### src/core/ncd_pkg.sv
// Package for the nibble core data-move decoder: opcodes, field layout, widths.
// Assumes one core clock; RAM and ROM are reached through plain ports of the top.
package ncd_pkg;

   // ==========================================================================
   // Widths
   localparam int NCD_IW   = 10;
   localparam int NCD_DW   = 4;

   // ==========================================================================
   // Fixed opcodes
   localparam logic [9:0] OP_COPY_AUX_TO_ACC  = 10'h01e;
   localparam logic [9:0] OP_COPY_ACC_TO_AUX  = 10'h00e;
   localparam logic [9:0] OP_COPY_DIGIT_ACC   = 10'h01f;
   localparam logic [9:0] OP_COPY_ACC_DIGIT   = 10'h00c;
   localparam logic [9:0] OP_WRITE_WIDE       = 10'h01a;
   localparam logic [9:0] OP_READ_WIDE        = 10'h02a;
   localparam logic [9:0] OP_WRITE_RAL        = 10'h029;
   localparam logic [9:0] OP_READ_RAL         = 10'h051;
   localparam logic [9:0] OP_READ_BANK        = 10'h053;
   localparam logic [9:0] OP_READ_FILE        = 10'h052;
   localparam logic [9:0] OP_READ_STACK       = 10'h050;
   localparam logic [9:0] OP_DIGIT_INC        = 10'h013;
   localparam logic [9:0] OP_DIGIT_DEC        = 10'h017;
   localparam logic [9:0] OP_ADD_RAM          = 10'h00a;
   localparam logic [9:0] OP_ADD_RAM_CARRY    = 10'h00b;
   localparam logic [9:0] OP_AND_RAM          = 10'h018;
   localparam logic [9:0] OP_OR_RAM           = 10'h019;
   localparam logic [9:0] OP_COMPLEMENT       = 10'h01c;
   localparam logic [9:0] OP_SET_CARRY        = 10'h007;
   localparam logic [9:0] OP_CLEAR_CARRY      = 10'h006;
   localparam logic [9:0] OP_SKIP_CARRY_ZERO  = 10'h02f;
   localparam logic [9:0] OP_ROTATE_RIGHT     = 10'h01d;
   localparam logic [9:0] OP_SKIP_ACC_EQ_RAM  = 10'h026;

   // ==========================================================================
   // Opcode prefixes (top bits) for instructions with immediates
   localparam logic [5:0] PFX_LOAD_ACC_RAM   = 6'h2c;  // 10'h2cj
   localparam logic [5:0] PFX_SWAP_ACC_RAM   = 6'h2d;  // 10'h2dj
   localparam logic [5:0] PFX_SWAP_DEC       = 6'h2f;  // 10'h2fj
   localparam logic [5:0] PFX_SWAP_INC       = 6'h2e;  // 10'h2ej
   localparam logic [5:0] PFX_STORE_ACC_RAM  = 6'h2b;  // 10'h2bj
   localparam logic [5:0] PFX_ACC_IMM_LOAD   = 6'h07;  // 10'h07n
   localparam logic [5:0] PFX_ADD_IMM        = 6'h06;  // 10'h06n
   localparam logic [1:0] PFX_LOAD_POINTER   = 2'h3;   // 10'h3xy
   localparam logic [7:0] PFX_LOAD_BANK      = 8'h12;  // 10'h048+z
   localparam logic [7:0] PFX_SET_BIT        = 8'h17;  // 10'h05c+j
   localparam logic [7:0] PFX_CLEAR_BIT      = 8'h13;  // 10'h04c+j
   localparam logic [7:0] PFX_SKIP_BIT_ZERO  = 8'h08;  // 10'h020+j
   localparam logic [3:0] PFX_ROM_LOOKUP     = 4'h2;   // 10'h080+p
   localparam logic [4:0] PFX_SKIP_ACC_EQ_N  = 5'h01;  // 10'h025, then 10'h07n

   // ==========================================================================
   // Reset values and wrap points
   localparam logic [3:0] NCD_NIB_RST     = 4'h0;
   localparam logic [7:0] NCD_WIDE_RST    = 8'h00;
   localparam logic [3:0] NCD_DIGIT_MAX   = 4'hf;
   localparam logic [3:0] NCD_DIGIT_ZERO  = 4'h0;

   // Run kind used by the "first of a run executes" mechanism
   typedef enum logic [1:0] {
      NCD_RUN_NONE = 2'b00,
      NCD_RUN_ACC  = 2'b01,
      NCD_RUN_PTR  = 2'b11
   } ncd_run_t;

   // Architectural register bundle
   typedef struct packed {
      logic [3:0] acc;
      logic [3:0] aux;
      logic [3:0] file_sel;
      logic [3:0] digit_sel;
      logic [1:0] bank_sel;
      logic [2:0] rom_addr_low;
      logic [7:0] wide;
      logic       carry;
   } ncd_arch_t;

   // Data RAM request
   typedef struct packed {
      logic       we;
      logic [3:0] wdata;
   } ncd_ram_req_t;

endpackage

### src/core/ncd_core.sv
// Execution logic of a 4-bit core for transfer, RAM addressing, arithmetic,
// bit and compare instructions, including the skip mechanism.
// Assumes: instructions arrive one per cycle with instr_valid_i; RAM nibble at
// the current pointer is read combinationally on ram_rdata_i; ROM lookup data
// is returned on rom_data_i in the cycle after rom_req_o.
//
// How it works
// - Swap-dec: swap acc/RAM, file^=j, digit--, skip when digit becomes 15.
// - Swap-inc: swap acc/RAM, file^=j, digit++, skip when digit becomes 0.
// - Digit increment 0x013: add one, skip next only when new value is 0.
// - Digit decrement 0x017: subtract one, skip next only when new value 15.
// - Load from RAM into acc, then file select ^= immediate j.
// - Plain swap acc with RAM, file ^= j; digit and skip untouched.
// - Store acc into RAM at pointer, then file select ^= j.
// - Copies aux->acc, acc->aux, digit->acc, acc->digit; no carry, no skip.
// - Write wide register: aux to bits 7..4, acc to bits 3..0.
// - Read wide register: upper nibble to aux, lower nibble to acc.
// - Copy low three acc bits into ROM-address-low; acc bit 3 ignored.
// - Read ROM-address-low into acc bits 2..0, acc bit 3 cleared.
// - Read bank select into acc bits 1..0, acc bits 3..2 cleared.
// - Copy full file select register into acc, no carry or skip change.
// - Read stack depth into acc bits 2..0, acc bit 3 cleared.
// - Pointer load sets file and digit; consecutive ones after first skipped.
// - Bank load writes 2-bit immediate into bank select.
// - Add with carry: acc+RAM+carry to acc, carry out to carry flag.
// - Add immediate: acc plus 4-bit immediate kept in acc.
// - Bit set and bit clear force RAM bit j of addressed nibble.
// - Bit test skips next instruction when RAM bit j reads zero.
// - Acc immediate load; in a run only the first takes effect.
// - ROM lookup: bits 9..8 to ROM-addr-low, 7..4 aux, 3..0 acc.
// - Add immediate keeps carry; skips next when no overflow.
// - Plain add memory adds RAM into acc, carry untouched.
module ncd_core
   import ncd_pkg::*;
#(
   parameter int STACK_W = 3
) (
   // Clock, reset, enable
   input  wire logic             clk_sys_i,
   input  wire logic             rst_n_i,
   input  wire logic             clk_en_i,
   // Instruction stream
   input  wire logic             instr_valid_i,
   input  wire logic [NCD_IW-1:0] instr_i,
   output logic                  busy_o,
   // Data RAM at the current pointer
   input  wire logic [3:0]       ram_rdata_i,
   output logic                  ram_we_o,
   output logic      [3:0]       ram_wdata_o,
   output logic      [1:0]       bank_sel_o,
   output logic      [3:0]       file_sel_o,
   output logic      [3:0]       digit_sel_o,
   // ROM table lookup
   output logic                  rom_req_o,
   output logic      [5:0]       rom_page_o,
   output logic      [6:0]       rom_addr_o,
   input  wire logic [NCD_IW-1:0] rom_data_i,
   // Stack depth from the branch unit
   input  wire logic [STACK_W-1:0] stack_depth_i,
   // Architectural state
   output logic      [3:0]       acc_o,
   output logic      [3:0]       aux_o,
   output logic      [7:0]       wide_o,
   output logic      [2:0]       rom_addr_low_o,
   output logic                  carry_flag_o,
   output logic                  skip_pending_o
);

   // ==========================================================================
   // Elaboration check
   if (STACK_W != 3) begin : g_bad_stack
      $error("ncd_core serves a three-bit stack depth only");
   end

   // ==========================================================================
   // State
   ncd_arch_t    st_reg;
   ncd_arch_t    st_next;
   logic         skip_reg;
   logic         skip_next;
   ncd_run_t     run_reg;
   ncd_run_t     run_next;
   logic         lookup_reg;
   ncd_ram_req_t ram_req;
   logic         lookup_start;
   logic         do_exec;

   // ==========================================================================
   // Adder shared by the add instructions
   logic [3:0] add_b;
   logic       add_cin;
   logic [3:0] add_sum;
   logic       add_cout;

   ncd_alu #(
      .W (NCD_DW)
   ) u_alu (
      .a_i    (st_reg.acc),
      .b_i    (add_b),
      .cin_i  (add_cin),
      .sum_o  (add_sum),
      .cout_o (add_cout)
   );

   // Immediate fields
   logic [3:0] imm4;
   logic [1:0] imm2;
   logic [3:0] digit_inc;
   logic [3:0] digit_dec;
   assign imm4      = instr_i[3:0];
   assign imm2      = instr_i[1:0];
   assign digit_inc = st_reg.digit_sel + 4'h1;
   assign digit_dec = st_reg.digit_sel - 4'h1;

   // Lookup takes a second cycle for the ROM word; the stream must wait
   assign busy_o  = lookup_reg;
   assign do_exec = instr_valid_i && !lookup_reg;

   // ==========================================================================
   // Decode and execute
   always_comb begin
      st_next       = st_reg;
      skip_next     = skip_reg;
      run_next      = run_reg;
      ram_req.we    = 1'b0;
      ram_req.wdata = st_reg.acc;
      add_b         = ram_rdata_i;
      add_cin       = 1'b0;
      lookup_start  = 1'b0;
      if (do_exec) begin
         skip_next = 1'b0;
         run_next  = NCD_RUN_NONE;
         if (skip_reg) begin
         end else if ((run_reg == NCD_RUN_PTR && instr_i[9:8] == PFX_LOAD_POINTER) ||
                      (run_reg == NCD_RUN_ACC && instr_i[9:4] == PFX_ACC_IMM_LOAD)) begin
            // later words of a run do nothing
            // Only the same kind is dropped; any other word ends the run and executes.
            run_next = run_reg;
         end else if (instr_i[9:8] == PFX_LOAD_POINTER) begin
            st_next.file_sel  = instr_i[7:4];
            st_next.digit_sel = instr_i[3:0];
            run_next          = NCD_RUN_PTR;
         end else if (instr_i[9:4] == PFX_ACC_IMM_LOAD) begin
            st_next.acc = imm4;
            run_next    = NCD_RUN_ACC;
         end else if (instr_i[9:4] == PFX_LOAD_ACC_RAM) begin
            st_next.acc      = ram_rdata_i;
            st_next.file_sel = st_reg.file_sel ^ imm4;
         end else if (instr_i[9:4] == PFX_SWAP_ACC_RAM ||
                      instr_i[9:4] == PFX_SWAP_DEC ||
                      instr_i[9:4] == PFX_SWAP_INC) begin
            st_next.acc      = ram_rdata_i;
            ram_req.we       = 1'b1;
            st_next.file_sel = st_reg.file_sel ^ imm4;
            if (instr_i[9:4] == PFX_SWAP_DEC) begin
               st_next.digit_sel = digit_dec;
               skip_next         = (digit_dec == NCD_DIGIT_MAX);
            end else if (instr_i[9:4] == PFX_SWAP_INC) begin
               st_next.digit_sel = digit_inc;
               skip_next         = (digit_inc == NCD_DIGIT_ZERO);
            end
         end else if (instr_i[9:4] == PFX_STORE_ACC_RAM) begin
            ram_req.we       = 1'b1;
            st_next.file_sel = st_reg.file_sel ^ imm4;
         end else if (instr_i[9:4] == PFX_ADD_IMM) begin
            add_b       = imm4;
            st_next.acc = add_sum;
            skip_next   = !add_cout;
         end else if (instr_i[9:6] == PFX_ROM_LOOKUP) begin
            lookup_start = 1'b1;
         end else if (instr_i[9:2] == PFX_LOAD_BANK) begin
            st_next.bank_sel = imm2;
         end else if (instr_i[9:2] == PFX_SET_BIT || instr_i[9:2] == PFX_CLEAR_BIT) begin
            ram_req.we    = 1'b1;
            ram_req.wdata = ram_rdata_i;
            ram_req.wdata[imm2] = (instr_i[9:2] == PFX_SET_BIT);
         end else if (instr_i[9:2] == PFX_SKIP_BIT_ZERO) begin
            skip_next = !ram_rdata_i[imm2];
         end else begin
            case (instr_i)
               OP_COPY_AUX_TO_ACC: st_next.acc       = st_reg.aux;
               OP_COPY_ACC_TO_AUX: st_next.aux       = st_reg.acc;
               OP_COPY_DIGIT_ACC:  st_next.acc       = st_reg.digit_sel;
               OP_COPY_ACC_DIGIT:  st_next.digit_sel = st_reg.acc;
               OP_WRITE_WIDE:      st_next.wide      = {st_reg.aux, st_reg.acc};
               OP_READ_WIDE: begin
                  st_next.aux = st_reg.wide[7:4];
                  st_next.acc = st_reg.wide[3:0];
               end
               OP_WRITE_RAL:       st_next.rom_addr_low = st_reg.acc[2:0];
               OP_READ_RAL:        st_next.acc = {1'b0, st_reg.rom_addr_low};
               OP_READ_BANK:       st_next.acc = {2'b00, st_reg.bank_sel};
               OP_READ_FILE:       st_next.acc = st_reg.file_sel;
               OP_READ_STACK:      st_next.acc = {1'b0, stack_depth_i};
               OP_DIGIT_INC: begin
                  st_next.digit_sel = digit_inc;
                  skip_next         = (digit_inc == NCD_DIGIT_ZERO);
               end
               OP_DIGIT_DEC: begin
                  st_next.digit_sel = digit_dec;
                  skip_next         = (digit_dec == NCD_DIGIT_MAX);
               end
               OP_ADD_RAM:         st_next.acc = add_sum;
               OP_ADD_RAM_CARRY: begin
                  add_cin       = st_reg.carry;
                  st_next.acc   = add_sum;
                  st_next.carry = add_cout;
               end
               OP_AND_RAM:         st_next.acc = st_reg.acc & ram_rdata_i;
               OP_OR_RAM:          st_next.acc = st_reg.acc | ram_rdata_i;
               OP_COMPLEMENT:      st_next.acc = ~st_reg.acc;
               OP_SET_CARRY:       st_next.carry = 1'b1;
               OP_CLEAR_CARRY:     st_next.carry = 1'b0;
               OP_SKIP_CARRY_ZERO: skip_next = !st_reg.carry;
               OP_ROTATE_RIGHT: begin
                  st_next.acc   = {st_reg.carry, st_reg.acc[3:1]};
                  st_next.carry = st_reg.acc[0];
               end
               OP_SKIP_ACC_EQ_RAM: skip_next = (st_reg.acc == ram_rdata_i);
               default: ;
            endcase
         end
      end else if (lookup_reg) begin
         // ROM word split; top ROM-addr-low bit cleared
         st_next.rom_addr_low = {1'b0, rom_data_i[9:8]};
         st_next.aux          = rom_data_i[7:4];
         st_next.acc          = rom_data_i[3:0];
      end
   end

   // ==========================================================================
   // Architectural registers
   always_ff @(posedge clk_sys_i or negedge rst_n_i) begin
      if (!rst_n_i) begin
         st_reg <= '{acc: NCD_NIB_RST, aux: NCD_NIB_RST, file_sel: NCD_NIB_RST,
                     digit_sel: NCD_NIB_RST, bank_sel: 2'h0, rom_addr_low: 3'h0,
                     wide: NCD_WIDE_RST, carry: 1'b0};
      end else if (clk_en_i) begin
         st_reg <= st_next;
      end
   end

   // Skip state and run tracking
   always_ff @(posedge clk_sys_i or negedge rst_n_i) begin
      if (!rst_n_i) begin
         skip_reg <= 1'b0;
         run_reg  <= NCD_RUN_NONE;
      end else if (clk_en_i) begin
         skip_reg <= skip_next;
         run_reg  <= run_next;
      end
   end

   // Lookup second cycle flag; one extra cycle is the price of a registered ROM
   always_ff @(posedge clk_sys_i or negedge rst_n_i) begin
      if (!rst_n_i) begin
         lookup_reg <= 1'b0;
      end else if (clk_en_i) begin
         lookup_reg <= lookup_start;
      end
   end

   // ==========================================================================
   // Outputs
   assign ram_we_o       = ram_req.we && clk_en_i;
   assign ram_wdata_o    = ram_req.wdata;
   assign rom_req_o      = lookup_start && clk_en_i;
   assign rom_page_o     = instr_i[5:0];
   assign rom_addr_o     = {st_reg.rom_addr_low, st_reg.acc};
   assign bank_sel_o     = st_reg.bank_sel;
   assign file_sel_o     = st_reg.file_sel;
   assign digit_sel_o    = st_reg.digit_sel;
   assign acc_o          = st_reg.acc;
   assign aux_o          = st_reg.aux;
   assign wide_o         = st_reg.wide;
   assign rom_addr_low_o = st_reg.rom_addr_low;
   assign carry_flag_o   = st_reg.carry;
   assign skip_pending_o = skip_reg;

endmodule

### src/core/ncd_alu.sv
// Four-bit adder for the nibble core decoder.
// Assumes purely combinational use by the decoder on the same clock.
module ncd_alu
   import ncd_pkg::*;
#(
   parameter int W = NCD_DW
) (
   // Operands
   input  wire logic [W-1:0] a_i,
   input  wire logic [W-1:0] b_i,
   input  wire logic         cin_i,
   // Result
   output logic      [W-1:0] sum_o,
   output logic              cout_o
);

   // ==========================================================================
   // Elaboration check
   if (W < 1) begin : g_bad_width
      $error("ncd_alu width must be at least one");
   end

   // ==========================================================================
   // Adder, carry taken from the extra top bit
   logic [W:0] full;
   assign full   = {1'b0, a_i} + {1'b0, b_i} + {{W{1'b0}}, cin_i};
   assign sum_o  = full[W-1:0];
   assign cout_o = full[W];

endmodule

### config.mk
export PLATFORM = sky130hd
export DESIGN_NAME = ncd_core
export DESIGN_NICKNAME = d
export VERILOG_FILES = /design/src/core/ncd_pkg.sv /design/src/core/ncd_core.sv /design/src/core/ncd_alu.sv
export SDC_FILE = /design/constraint.sdc
export NUM_CORES = 1
export LEC_CHECK = 0
export ABC_AREA = 1
export ABC_CLOCK_PERIOD_IN_PS = 2600
export BUFFER_PORTS_ARGS = -buffer_cell sky130_fd_sc_hd__buf_2
export CAP_MARGIN = 20
export CORE_AREA = 2 2 100 92
export CTS_BUF_LIST = sky130_fd_sc_hd__clkbuf_16
export DETAILED_ROUTE_END_ITERATION = 16
export DIE_AREA = 0 0 102 94
export PLACE_DENSITY = 0.76
export SYNTH_ARGS = -nofsm -noshare
export SYNTH_HDL_FRONTEND = slang
export SYNTH_HIERARCHICAL = 1
export SYNTH_SLANG_ARGS = --single-unit
### constraint.sdc
create_clock -name clk_sys_i -period 2.6 [get_ports clk_sys_i]
set_input_delay 0 -clock clk_sys_i [delete_from_list [all_inputs] [get_ports clk_sys_i]]
set_output_delay 0 -clock clk_sys_i [all_outputs]
set_load 0.01 [all_outputs]
==> results.py, run 1 <==
metrics = {
    "run_status": {
        "status": "complete, but fails checks",
        "violations": "negative setup slack",
    },
    "synth": {
        "synth.area.top_cells": "dfrtp_1, nand2_1, nor2_1, inv_1, o21ai_0",
        "syn-num-nets": 647,
        "ys_warn_count": 6,
        "avgSynthCellArea_um2": 6.23,
        "syn_inst": 600,
        "synth.top_cell.area_share": 0.228,
        "ys_seq_area_frac": 0.228,
        "yosys.area.top_type": "dfrtp_1",
        "syn-cell-area_mm2": 0.00374,
        "ys.flop_type": "dfrtp_1",
        "ys_ff_latch": 34,
        "synthDistinctLibCells": 47,
        "synth-edff-count": 0,
        "async_flop_share": 1.00,
    },
    "clocking": {
        "cts_tree": "yes",
        "clock_latency_ns": 0.29,
        "ctsHtreeMaxLevel": 2,
        "clkSlewWorstSetupHoldPaths_ns": 0.06,
        "cts_buffer_depth": 2,
        "numCtsBuffers": 5,
        "clkSinkCount": 34,
        "cts-root-buf": "clkbuf_16",
    },
    "layout": {
        "final_cells": 872,
        "layout_common_cells": "nand2_1, nor2_1, buf_4",
        "final_common_cell": "nand2_1",
        "largest_reg_flops": 8,
        "regArea_um2": 851,
        "area_delta_synth_final_pct": 35.0,
        "n_antenna_cell": 0,
        "multi_input_area_mm2": 0.00254,
        "final_nets": 800,
        "fillers": 894,
        "drive_above_1_share": 0.316,
    },
    "sta": {
        "final.setup.tns_ns": -0.367,
        "worst_slack_ns": -0.161,
        "fmax_ghz": 0.362,
        "drv_slew": 0,
        "finalHoldViolations": 0,
        "worst_slew_pin_slew_ns": 0.834,
        "slew-limit-headroom": 0.444,
        "finalSetupViolCount": 5,
        "final.period_utilization": 1.06,
        "fin_worst_skew_ns": 0.00833,
        "rsz0062_at_grt": "true",
        "period_needed_ns": 2.76,
    },
    "die": {
        "start_util": 0.441,
        "chipWidth_um": 102,
        "rows": 32,
        "fp.coreArea_mm2": 0.00849,
        "die_h_um": 94,
        "die-area_mm2": 0.00959,
        "ioPinCount": 82,
    },
    "detailed_routing": {
        "wl_met1_um": 7190,
        "drtAntennaViolNets": 0,
        "wl_met2_um": 6840,
        "wl_um": 16200,
        "wl_per_cell_um": 18.6,
        "first_pass_iters": 5,
        "vias": 4738,
        "topRoutingLayerUsed": "met4",
        "drcViolationCount": 0,
        "avgViaCountPerCell": 5.43,
        "dr_wl_met3_um": 1790,
        "drtIter0Drc": 528,
    },
    "pwr": {
        "ir_worst_vdd_mv": 0.388,
        "switching_power_mw": 1.43,
        "power.leakage_nw": 2.74,
        "power_frac_seq": 0.291,
        "p_per_area_mw_per_mm2": 623,
        "clockPowerShare": 0.190,
        "power_frac_comb": 0.519,
        "p_total_mw": 3.15,
        "p_sw_frac": 0.455,
        "power.internal_mw": 1.72,
    },
    "worst_setup_path": {
        "cp_slowest_stage_delay_ns": 0.40,
        "critPathRequiredTime_ns": 2.78,
        "path_cells": "inv_2 > nand2_2 > nor2_4 > nand2_4 > nor3_4 > nand2_1 > o21ai_2 > fa_2 > inv_2 > fa_2 > xnor2_2 > nand4_1 > nand2_1 > nor2_1 > nand2_1 > nor2_1 > nand3_1 > nand2_1 > nand2_2 > nand2_2 > a21oi_2",
        "slowest_stage": "dfrtp_1",
        "startpoint_type": "flip-flop",
        "end_kind": "flip-flop",
        "crit_top_cell": "nand2_1",
        "worstSetupPathType": "flip-flop to flip-flop",
        "cp_top_family": "simple AND/OR/NAND/NOR gates",
        "cp.buffers_inverters": 2,
        "worstPathMaxFanout": 3,
        "cp.arrival_ns": 2.94,
    },
    "placed_design": {
        "portBuffers": 81,
        "hpwlAfterDp_um": 13100,
        "placed_cells": 857,
        "dp_slack_ns": -0.250,
        "globalplace.congestion": 1.01,
    },
    "grt": {
        "grt-ovfl-total": 0,
        "antenna_found_initial": 0,
        "grtUsageTotal": 0.347,
        "grt_max_degree": 35,
        "grt_pass1_vias": 4310,
        "grt_pass1_wl_um": 24600,
    },
    "job": {
        "cap_violations": 0,
    },
    "min_path": {
        "hp-class": "input port to flip-flop",
    },
}
-- synthesized netlist by cell type, types with 2 or more instances --
| cell type | count |
|---|---|
| mux2_2 | 3 |
| inv_2 | 8 |
| nor2_4 | 2 |
| dfrtp_1 | 34 |
| a31oi_1 | 2 |
| buf_2 | 2 |
| nor3_1 | 10 |
| o2111ai_1 | 2 |
| fa_1 | 2 |
| o21ai_2 | 8 |
| clkbuf_1 | 4 |
| nor2_2 | 8 |
| inv_1 | 76 |
| buf_4 | 14 |
| nand2_2 | 3 |
| ha_1 | 14 |
| xor2_1 | 3 |
| o21a_1 | 2 |
| o22ai_1 | 7 |
| o211ai_1 | 6 |
| nand4_1 | 18 |
| o21ai_1 | 2 |
| a21oi_1 | 23 |
| xnor2_1 | 5 |
| nor2_1 | 89 |
| nand2_4 | 4 |
| nand3_1 | 43 |
| nand2_1 | 143 |
| o21ai_0 | 45 |
-- worst register-to-register path: stages, from the launching register on --
cell and delay (ns):
dfrtp_1 0.40, inv_2 0.07, nand2_2 0.07, nor2_4 0.12
nand2_4 0.09, nor3_4 0.19, nand2_1 0.10, o21ai_2 0.08
fa_2 0.24, inv_2 0.04, fa_2 0.39, xnor2_2 0.17
nand4_1 0.08, nand2_1 0.05, nor2_1 0.08, nand2_1 0.06
nor2_1 0.09, nand3_1 0.09, nand2_1 0.09, nand2_2 0.05
nand2_2 0.07, a21oi_2 0.05
-- path summary, 6_finish.rpt --
check / slack [ns] / end / cells after the start / startpoint
max in group asynchronous: 1.72 / wide_o[7] / 2 / rst_n_i
min in group asynchronous: 0.35 / file_sel_o[2] / 2 / rst_n_i
max: -0.16 / acc_o[2] / 21 / busy_o
min: 0.03 / aux_o[3] / 5 / rom_data_i[7]
min reg2reg: 0.51 / bank_sel_o[1] / 2 / bank_sel_o[1]
max reg2reg: -0.16 / acc_o[2] / 21 / busy_o
-- cells by family after synthesis --
| group | synth area share |
|---|---|
| fa+ha+maj | 0.0575 |
| compound gates | 0.163 |
| xor+xnor | 0.0187 |
| buf+inv | 0.124 |
| simple gates | 0.400 |
| mux | 0.00903 |
| flops | 0.228 |
-- routing by layer --
metal  track usage  up-vias
met4        0.0800        0
met3        0.0580       36
met5             0        -
li1              -     2254
met1         0.524     2168
met2         0.513      280
-- what timing repair did --
| action | 4_1_cts | 5_1_grt |
|---|---|---|
| pin swaps | 9 | 8 |
| hold endpoints to repair | 34 | 0 |
| gates resized for setup | 4 | 18 |
| setup buffers | 5 | 2 |
| endpoints found under the setup margin | 5 | 5 |
| hold buffers | 1 | 0 |
-- power by group through the flow --
stage	registers [mW]	clock network [mW]	logic, mW
after floorplan	0.952	0	0.809
after detailed placement	0.924	0	1.51
after CTS	0.915	0.603	1.55
final	0.915	0.599	1.63
after global placement	0.912	0	1.50
after global routing	0.942	0.626	1.78
-- cell type report --
| cell class | count | area share |
|---|---|---|
| multi-input cells | 460 | 0.503 |
| repair buffers | 167 | 0.209 |
| flip-flops and latches | 34 | 0.169 |
| inverters | 85 | 0.0632 |
| well taps | 119 | 0.0295 |
| clock buffers | 5 | 0.0248 |
| clock inverters | 2 | 0.00198 |
-- per-stage QoR --
stage	cell area [µm²]	utilization	hold WS (ns)
after floorplan	3770	-	-0.296
after global placement	4760	0.561	0.133
after detailed placement	4760	0.561	0.142
after CTS	4970	0.585	0.0315
after global routing	5050	0.595	0.0671
final	5050	0.595	0.0334
Note: power is estimated with default switching activity, not from simulation.
==> inputs of run 2 (changes only) <==
- ABC_AREA: 1 -> not set
==> run 2 against run 1 <==
Effect of this change:
- the run still ends with negative setup slack left
- first-iteration DRC count increased by 5.9%
- via count shrank 8.2%
- critical path depth is 9 lower
- die area unchanged
- clock power increased by 32%
- power rose by 6.1%
- synthesized cell count decreased by 24%
- clock skew shrank 0.0028 ns
- sequential cell count stayed put
- global-route usage is 3.4 points lower
- largest power group unchanged
- highest routed layer is now met5
==> results.py, run 2 <==
metrics = {
    "sta": {
        "drv_slew": 0,
        "finalSetupViolCount": 6,
        "worst_slack_ns": -0.280,
        "worst_slew_pin_slew_ns": 0.837,
        "fmax_ghz": 0.347,
        "holdWs_ns": 0.0185,
        "slew-limit-headroom": 0.442,
        "finalHoldViolations": 0,
        "period_needed_ns": 2.88,
        "fin_worst_skew_ns": 0.00556,
        "rsz0062_at_grt": "true",
        "final.period_utilization": 1.11,
    },
    "worst_setup_path": {
        "worstPathMaxFanout": 3,
        "rr_worst_depth": 12,
        "worstSetupPathType": "flip-flop to flip-flop",
        "path_cells": "nor2b_2 > nand2b_1 > or3_4 > mux2_4 > fa_2 > inv_2 > fa_2 > inv_2 > a22oi_1 > o21ai_1 > a211oi_2 > o31ai_1",
        "r2r_slack_ns": -0.28,
        "critPathRequiredTime_ns": 2.80,
        "cp.buffers_inverters": 2,
        "end_kind": "flip-flop",
        "worstReg2RegEnd": "acc_o[1]",
        "cp_slowest_stage_delay_ns": 0.44,
        "slowest_stage": "fa_2",
        "r2r_start": "skip_pending_o",
        "cp.arrival_ns": 3.08,
        "cp_top_family": "adder cells",
        "startpoint_type": "flip-flop",
    },
    "clocking": {
        "cts_buffer_depth": 2,
        "numCtsBuffers": 5,
        "clkSinkCount": 34,
        "cts_tree": "yes",
        "ctsHtreeMaxLevel": 2,
        "clock_latency_ns": 0.29,
        "clkSlewWorstSetupHoldPaths_ns": 0.06,
        "cts-root-buf": "clkbuf_16",
    },
    "pwr": {
        "p_total_mw": 3.34,
        "power.leakage_nw": 2.22,
        "p_per_area_mw_per_mm2": 688,
        "ir_worst_vdd_mv": 0.372,
    },
    "die": {
        "die_h_um": 94,
        "chipWidth_um": 102,
        "start_util": 0.442,
        "fp.coreArea_mm2": 0.00849,
        "ioPinCount": 82,
        "die-area_mm2": 0.00959,
        "rows": 32,
    },
    "min_path": {
        "hp-class": "input port to flip-flop",
        "holdCritStartpoint": "rom_data_i[1]",
        "hold_end": "acc_o[1]",
        "hold_depth": 3,
    },
    "detailed_routing": {
        "wl_um": 14600,
        "vias": 4349,
        "first_pass_iters": 6,
        "drcViolationCount": 0,
        "wl_per_cell_um": 21.4,
        "drtAntennaViolNets": 0,
        "avgViaCountPerCell": 6.36,
        "drtIter0Drc": 559,
    },
    "grt": {
        "antenna_found_initial": 1,
        "grt_max_degree": 35,
        "grtUsageTotal": 0.313,
        "grt-ovfl-total": 0,
        "grt_pass1_wl_um": 22800,
        "grt_pass1_vias": 3988,
    },
    "run_status": {
        "status": "complete, but fails checks",
        "violations": "negative setup slack",
    },
    "placed_design": {
        "hpwlAfterDp_um": 11300,
        "globalplace.congestion": 1.01,
        "portBuffers": 81,
        "dp_slack_ns": -0.386,
        "place_area_mm2": 0.00460,
    },
    "synth": {
        "yosys-top-cells-count": "dfrtp_1, nand2_1, nor2_1",
        "avgSynthCellArea_um2": 8.26,
        "syn-num-nets": 501,
        "ys_ff_latch": 34,
        "syn_inst": 454,
        "ys_warn_count": 6,
        "syn-cell-area_mm2": 0.00375,
        "ys.flop_type": "dfrtp_1",
        "yosys.area.top_type": "dfrtp_1",
        "synth.top_cell.area_share": 0.227,
        "synthDistinctLibCells": 76,
        "synth-edff-count": 0,
        "async_flop_share": 1.00,
        "ys_seq_area_frac": 0.227,
        "synth.area.top_cells": "dfrtp_1, ha_1, mux2_1, o21ai_0, mux2_2",
    },
    "job": {
        "cap_violations": 0,
    },
    "layout": {
        "largest_reg_flops": 8,
        "area_delta_synth_final_pct": 29.4,
        "final_common_cell": "buf_2",
        "layout_common_cells": "buf_2, buf_4, dfrtp_1",
        "final_nets": 611,
        "design_area_mm2": 0.00485,
        "drive_above_1_share": 0.358,
        "n_antenna_cell": 0,
    },
}
## run 2: cell types whose count changed in the layout (fill, tap and decap cells not counted), sizes merged, moves of 6 or more
cell    delta
a32oi     +10
buf       -19
inv       -63
mux2      +24
mux2i     +10
nand2    -117
nand2b     +7
nand3     -23
nand4     -13
nor2      -70
nor2b      +7
o21ai     -24
o31ai      +7
or3        +6
## run 2: power by group
part	leakage, nW	total, mW	internal (mW)	switching, mW
clock network	0.0915	0.790	0.546	0.243
registers	0.428	0.971	0.705	0.267
logic	1.70	1.58	0.721	0.854
## run 2: what timing repair did
action / in CTS / in global routing
setup endpoints to repair: 6 / 6
hold buffers: 1 / 0
setup buffers: 1 / 0
endpoints found under the hold margin: 34 / 0
pin swaps: 11 / 4
gates resized for setup: 4 / 4
cloned: 0 / 0
## run 2: layer usage
| metal | share of wire | track usage | up-vias | wire (µm) |
|---|---|---|---|---|
| met5 | 0.00089 | 0 | - | 13 |
| met2 | 0.43 | 0.450 | 335 | 6280 |
| li1 | - | - | 1914 | - |
| met1 | 0.41 | 0.454 | 2036 | 6050 |
| met4 | 0.033 | 0.0978 | 2 | 488 |
| met3 | 0.12 | 0.0826 | 62 | 1810 |
## run 2: kinds of logic (layout without fill, tap and decap cells)
logic type | Yosys count | after routing | synth area share
and+or+nand+nor | 162 | 162 | 0.249
AOI/OAI and AO/OA | 127 | 127 | 0.239
buffers and inverters | 66 | 177 | 0.0841
muxes | 39 | 39 | 0.120
DFF | 34 | 34 | 0.227
adders and majority gates | 16 | 16 | 0.0574
xor gates and xnor gates | 10 | 10 | 0.0234
## run 2: layout make-up
cell class | instances | area [µm²]
inverter | 21 | 78.8
sequential | 34 | 851
clock inverter | 3 | 63.8
fill | 830 | 3640
clock buffer | 5 | 125
multi-input combinational | 354 | 2660
timing repair buffer | 148 | 923
tap | 119 | 149
## run 2: worst min-delay path: cells and delay by family
family,cells,cell delay [ns]
buffers and inverters,1,0.08
AO/OA/AOI/OAI,2,0.19
## run 2: through the flow
step / utilization / instances / TNS, ns
floorplan: - / 454 / -1.02
global placement: 0.542 / 674 / -1.57
detailed placement: 0.542 / 674 / -2.04
CTS: 0.569 / 684 / -1.19
global route: 0.572 / 684 / -2.36
finish: 0.572 / 684 / -1.48
## run 2: worst max path at each step
stage / start / depth (start not counted) / slack [ns] / end
final: skip_pending_o / 12 / -0.28 / acc_o[1]
after global routing: skip_pending_o / 12 / -0.46 / acc_o[3]
after CTS: skip_pending_o / 12 / -0.25 / acc_o[1]
after detailed placement: instr_i[9] / 13 / -0.39 / acc_o[1]
after global placement: instr_i[9] / 14 / -0.32 / carry_flag_o
after floorplan: instr_i[9] / 13 / -0.26 / acc_o[1]
==> inputs of run 3 (changes only) <==
- SKIP_CTS_REPAIR_TIMING: not set -> 1
==> run 3 against run 2 <==
Effect of this change:
- the run still ends with negative setup slack left
- power fell by 0.24%
- sequential share of layout area barely moved
- core utilization fell by 0.088 points
- sequential power barely moved
- worst setup slack improved by 0.0077 ns
- die area did not move
- clock skew barely moved
- cell area fell by 0.15%
- hold slack improved by 0.0062 ns
- non-clock buffer count fell by 1
- global-route usage fell by 0.22 points
- register-to-register slack barely moved
- largest power group unchanged
- highest routed layer is now met4
==> results.py, run 3 (synthesized netlist as in run 2, its figures left out) <==
metrics = {
    "run_status": {
        "status": "complete, but fails checks",
        "violations": "negative setup slack",
    },
    "grt": {
        "grt_pass1_wl_um": 22600,
        "antenna_found_initial": 0,
        "grtUsageTotal": 0.311,
        "grt_max_degree": 35,
        "grt-ovfl-total": 0,
        "grt_pass1_vias": 3968,
    },
    "sta": {
        "worst_slew_pin_slew_ns": 0.836,
        "fin_worst_skew_ns": 0.00549,
        "finalHoldViolations": 0,
        "holdWs_ns": 0.0247,
        "slew-limit-headroom": 0.443,
        "drv_slew": 0,
        "final.period_utilization": 1.10,
        "fmax_ghz": 0.348,
        "rsz0062_at_grt": "true",
        "finalSetupViolCount": 6,
        "period_needed_ns": 2.87,
        "worst_slack_ns": -0.272,
    },
    "detailed_routing": {
        "vias": 4326,
        "drcViolationCount": 0,
        "drtIter0Drc": 643,
        "wl_per_cell_um": 21.4,
        "drtAntennaViolNets": 0,
        "avgViaCountPerCell": 6.33,
        "first_pass_iters": 6,
        "wl_um": 14600,
    },
    "worst_setup_path": {
        "worstSetupPathType": "flip-flop to flip-flop",
        "startpoint_type": "flip-flop",
        "worstPathMaxFanout": 3,
        "cp.arrival_ns": 3.04,
        "r2r_slack_ns": -0.27,
        "critPathRequiredTime_ns": 2.77,
        "end_kind": "flip-flop",
        "r2r_start": "skip_pending_o",
        "rr_worst_depth": 13,
        "worstReg2RegEnd": "carry_flag_o",
    },
    "clocking": {
        "cts_tree": "yes",
        "cts-root-buf": "clkbuf_16",
        "clock_latency_ns": 0.28,
        "clkSlewWorstSetupHoldPaths_ns": 0.06,
        "numCtsBuffers": 5,
        "clkSinkCount": 34,
        "cts_buffer_depth": 2,
        "ctsHtreeMaxLevel": 2,
    },
    "min_path": {
        "holdCritStartpoint": "rom_data_i[1]",
        "hold_depth": 3,
        "hold_end": "acc_o[1]",
        "hp-class": "input port to flip-flop",
    },
    "placed_design": {
        "hpwlAfterDp_um": 11300,
        "portBuffers": 81,
        "globalplace.congestion": 1.01,
    },
    "layout": {
        "fillers": 833,
        "drive_above_1_share": 0.358,
        "area_delta_synth_final_pct": 29.2,
        "n_antenna_cell": 0,
        "layout_common_cells": "buf_2, buf_4, dfrtp_1",
        "largest_reg_flops": 8,
        "final_common_cell": "buf_2",
        "final_nets": 610,
        "fin_util": 0.571,
    },
    "die": {
        "fp.coreArea_mm2": 0.00849,
        "start_util": 0.442,
        "die_h_um": 94,
        "die-area_mm2": 0.00959,
        "rows": 32,
        "ioPinCount": 82,
        "chipWidth_um": 102,
    },
    "pwr": {
        "ir_worst_vdd_mv": 0.376,
        "power.leakage_nw": 2.22,
        "p_per_area_mw_per_mm2": 687,
    },
    "job": {
        "cap_violations": 0,
    },
}
## run 3: cell count changes in the layout (fill, tap and decap cells not counted)
| cell | change |
|---|---|
| a22oi_1 | -1 |
| a22oi_2 | +1 |
| buf_4 | -1 |
| mux2_2 | -1 |
| mux2_4 | +1 |
| o31ai_2 | +1 |
| o31ai_4 | -1 |
## run 3: how the worst max path moves through the flow
stage                              start      endpoint  cells after the start
after floorplan               instr_i[9]      acc_o[1]                     13
after global placement        instr_i[9]  carry_flag_o                     14
after detailed placement      instr_i[9]      acc_o[1]                     13
after CTS                 skip_pending_o      acc_o[1]                     12
after global routing      skip_pending_o      acc_o[3]                     12
final                     skip_pending_o  carry_flag_o                     13
## run 3: critical path, cell delays in order (launching register included)
cell      delay [ns]
dfrtp_1         0.38
nor2b_2         0.13
nand2b_1        0.13
or3_4           0.38
mux2_4          0.32
fa_2            0.35
inv_2           0.07
fa_2            0.20
nor2b_1         0.05
o21ai_1         0.14
nand2b_1        0.13
mux2i_1         0.14
a21oi_1         0.08
mux2_4          0.27
## run 3: area by class of cell
cell class              instances  area (µm²)  share of cell area
clock inverters                 3        63.8              0.0132
multi-input cells             354        2660               0.549
flip-flops and latches         34         851               0.176
clock buffers                   5         125              0.0258
well taps                     119         149              0.0307
inverters                      21        78.8              0.0163
repair buffers                147         916               0.189
## run 3: per-stage QoR
| stage | power [mW] | setup WS [ns] | cells | TNS (ns) | area, µm² |
|---|---|---|---|---|---|
| 5_1_grt | 3.52 | -0.460 | 683 | -2.29 | 4840 |
| 3_3_place_gp | 2.43 | -0.315 | 674 | -1.57 | 4600 |
| 2_1_floorplan | 1.83 | -0.255 | 454 | -1.02 | 3790 |
| 6_report | 3.33 | -0.272 | 683 | -1.39 | 4840 |
| 4_1_cts | 3.26 | -0.268 | 682 | -1.30 | 4790 |
| 3_5_place_dp | 2.47 | -0.386 | 674 | -2.04 | 4600 |
## run 3: metal layers
metal | up-vias | share of wire | track usage
li1 | 1910 | - | -
met1 | 2036 | 0.42 | 0.457
met2 | 322 | 0.43 | 0.445
met3 | 58 | 0.12 | 0.0751
met4 | 0 | 0.033 | 0.0956
met5 | - | 0 | 0
## run 3: where the power goes
| group | switching, mW | internal [mW] | leakage, nW |
|---|---|---|---|
| Combinational | 0.850 | 0.723 | 1.70 |
| Clock | 0.239 | 0.546 | 0.0915 |
| Sequential | 0.265 | 0.705 | 0.428 |
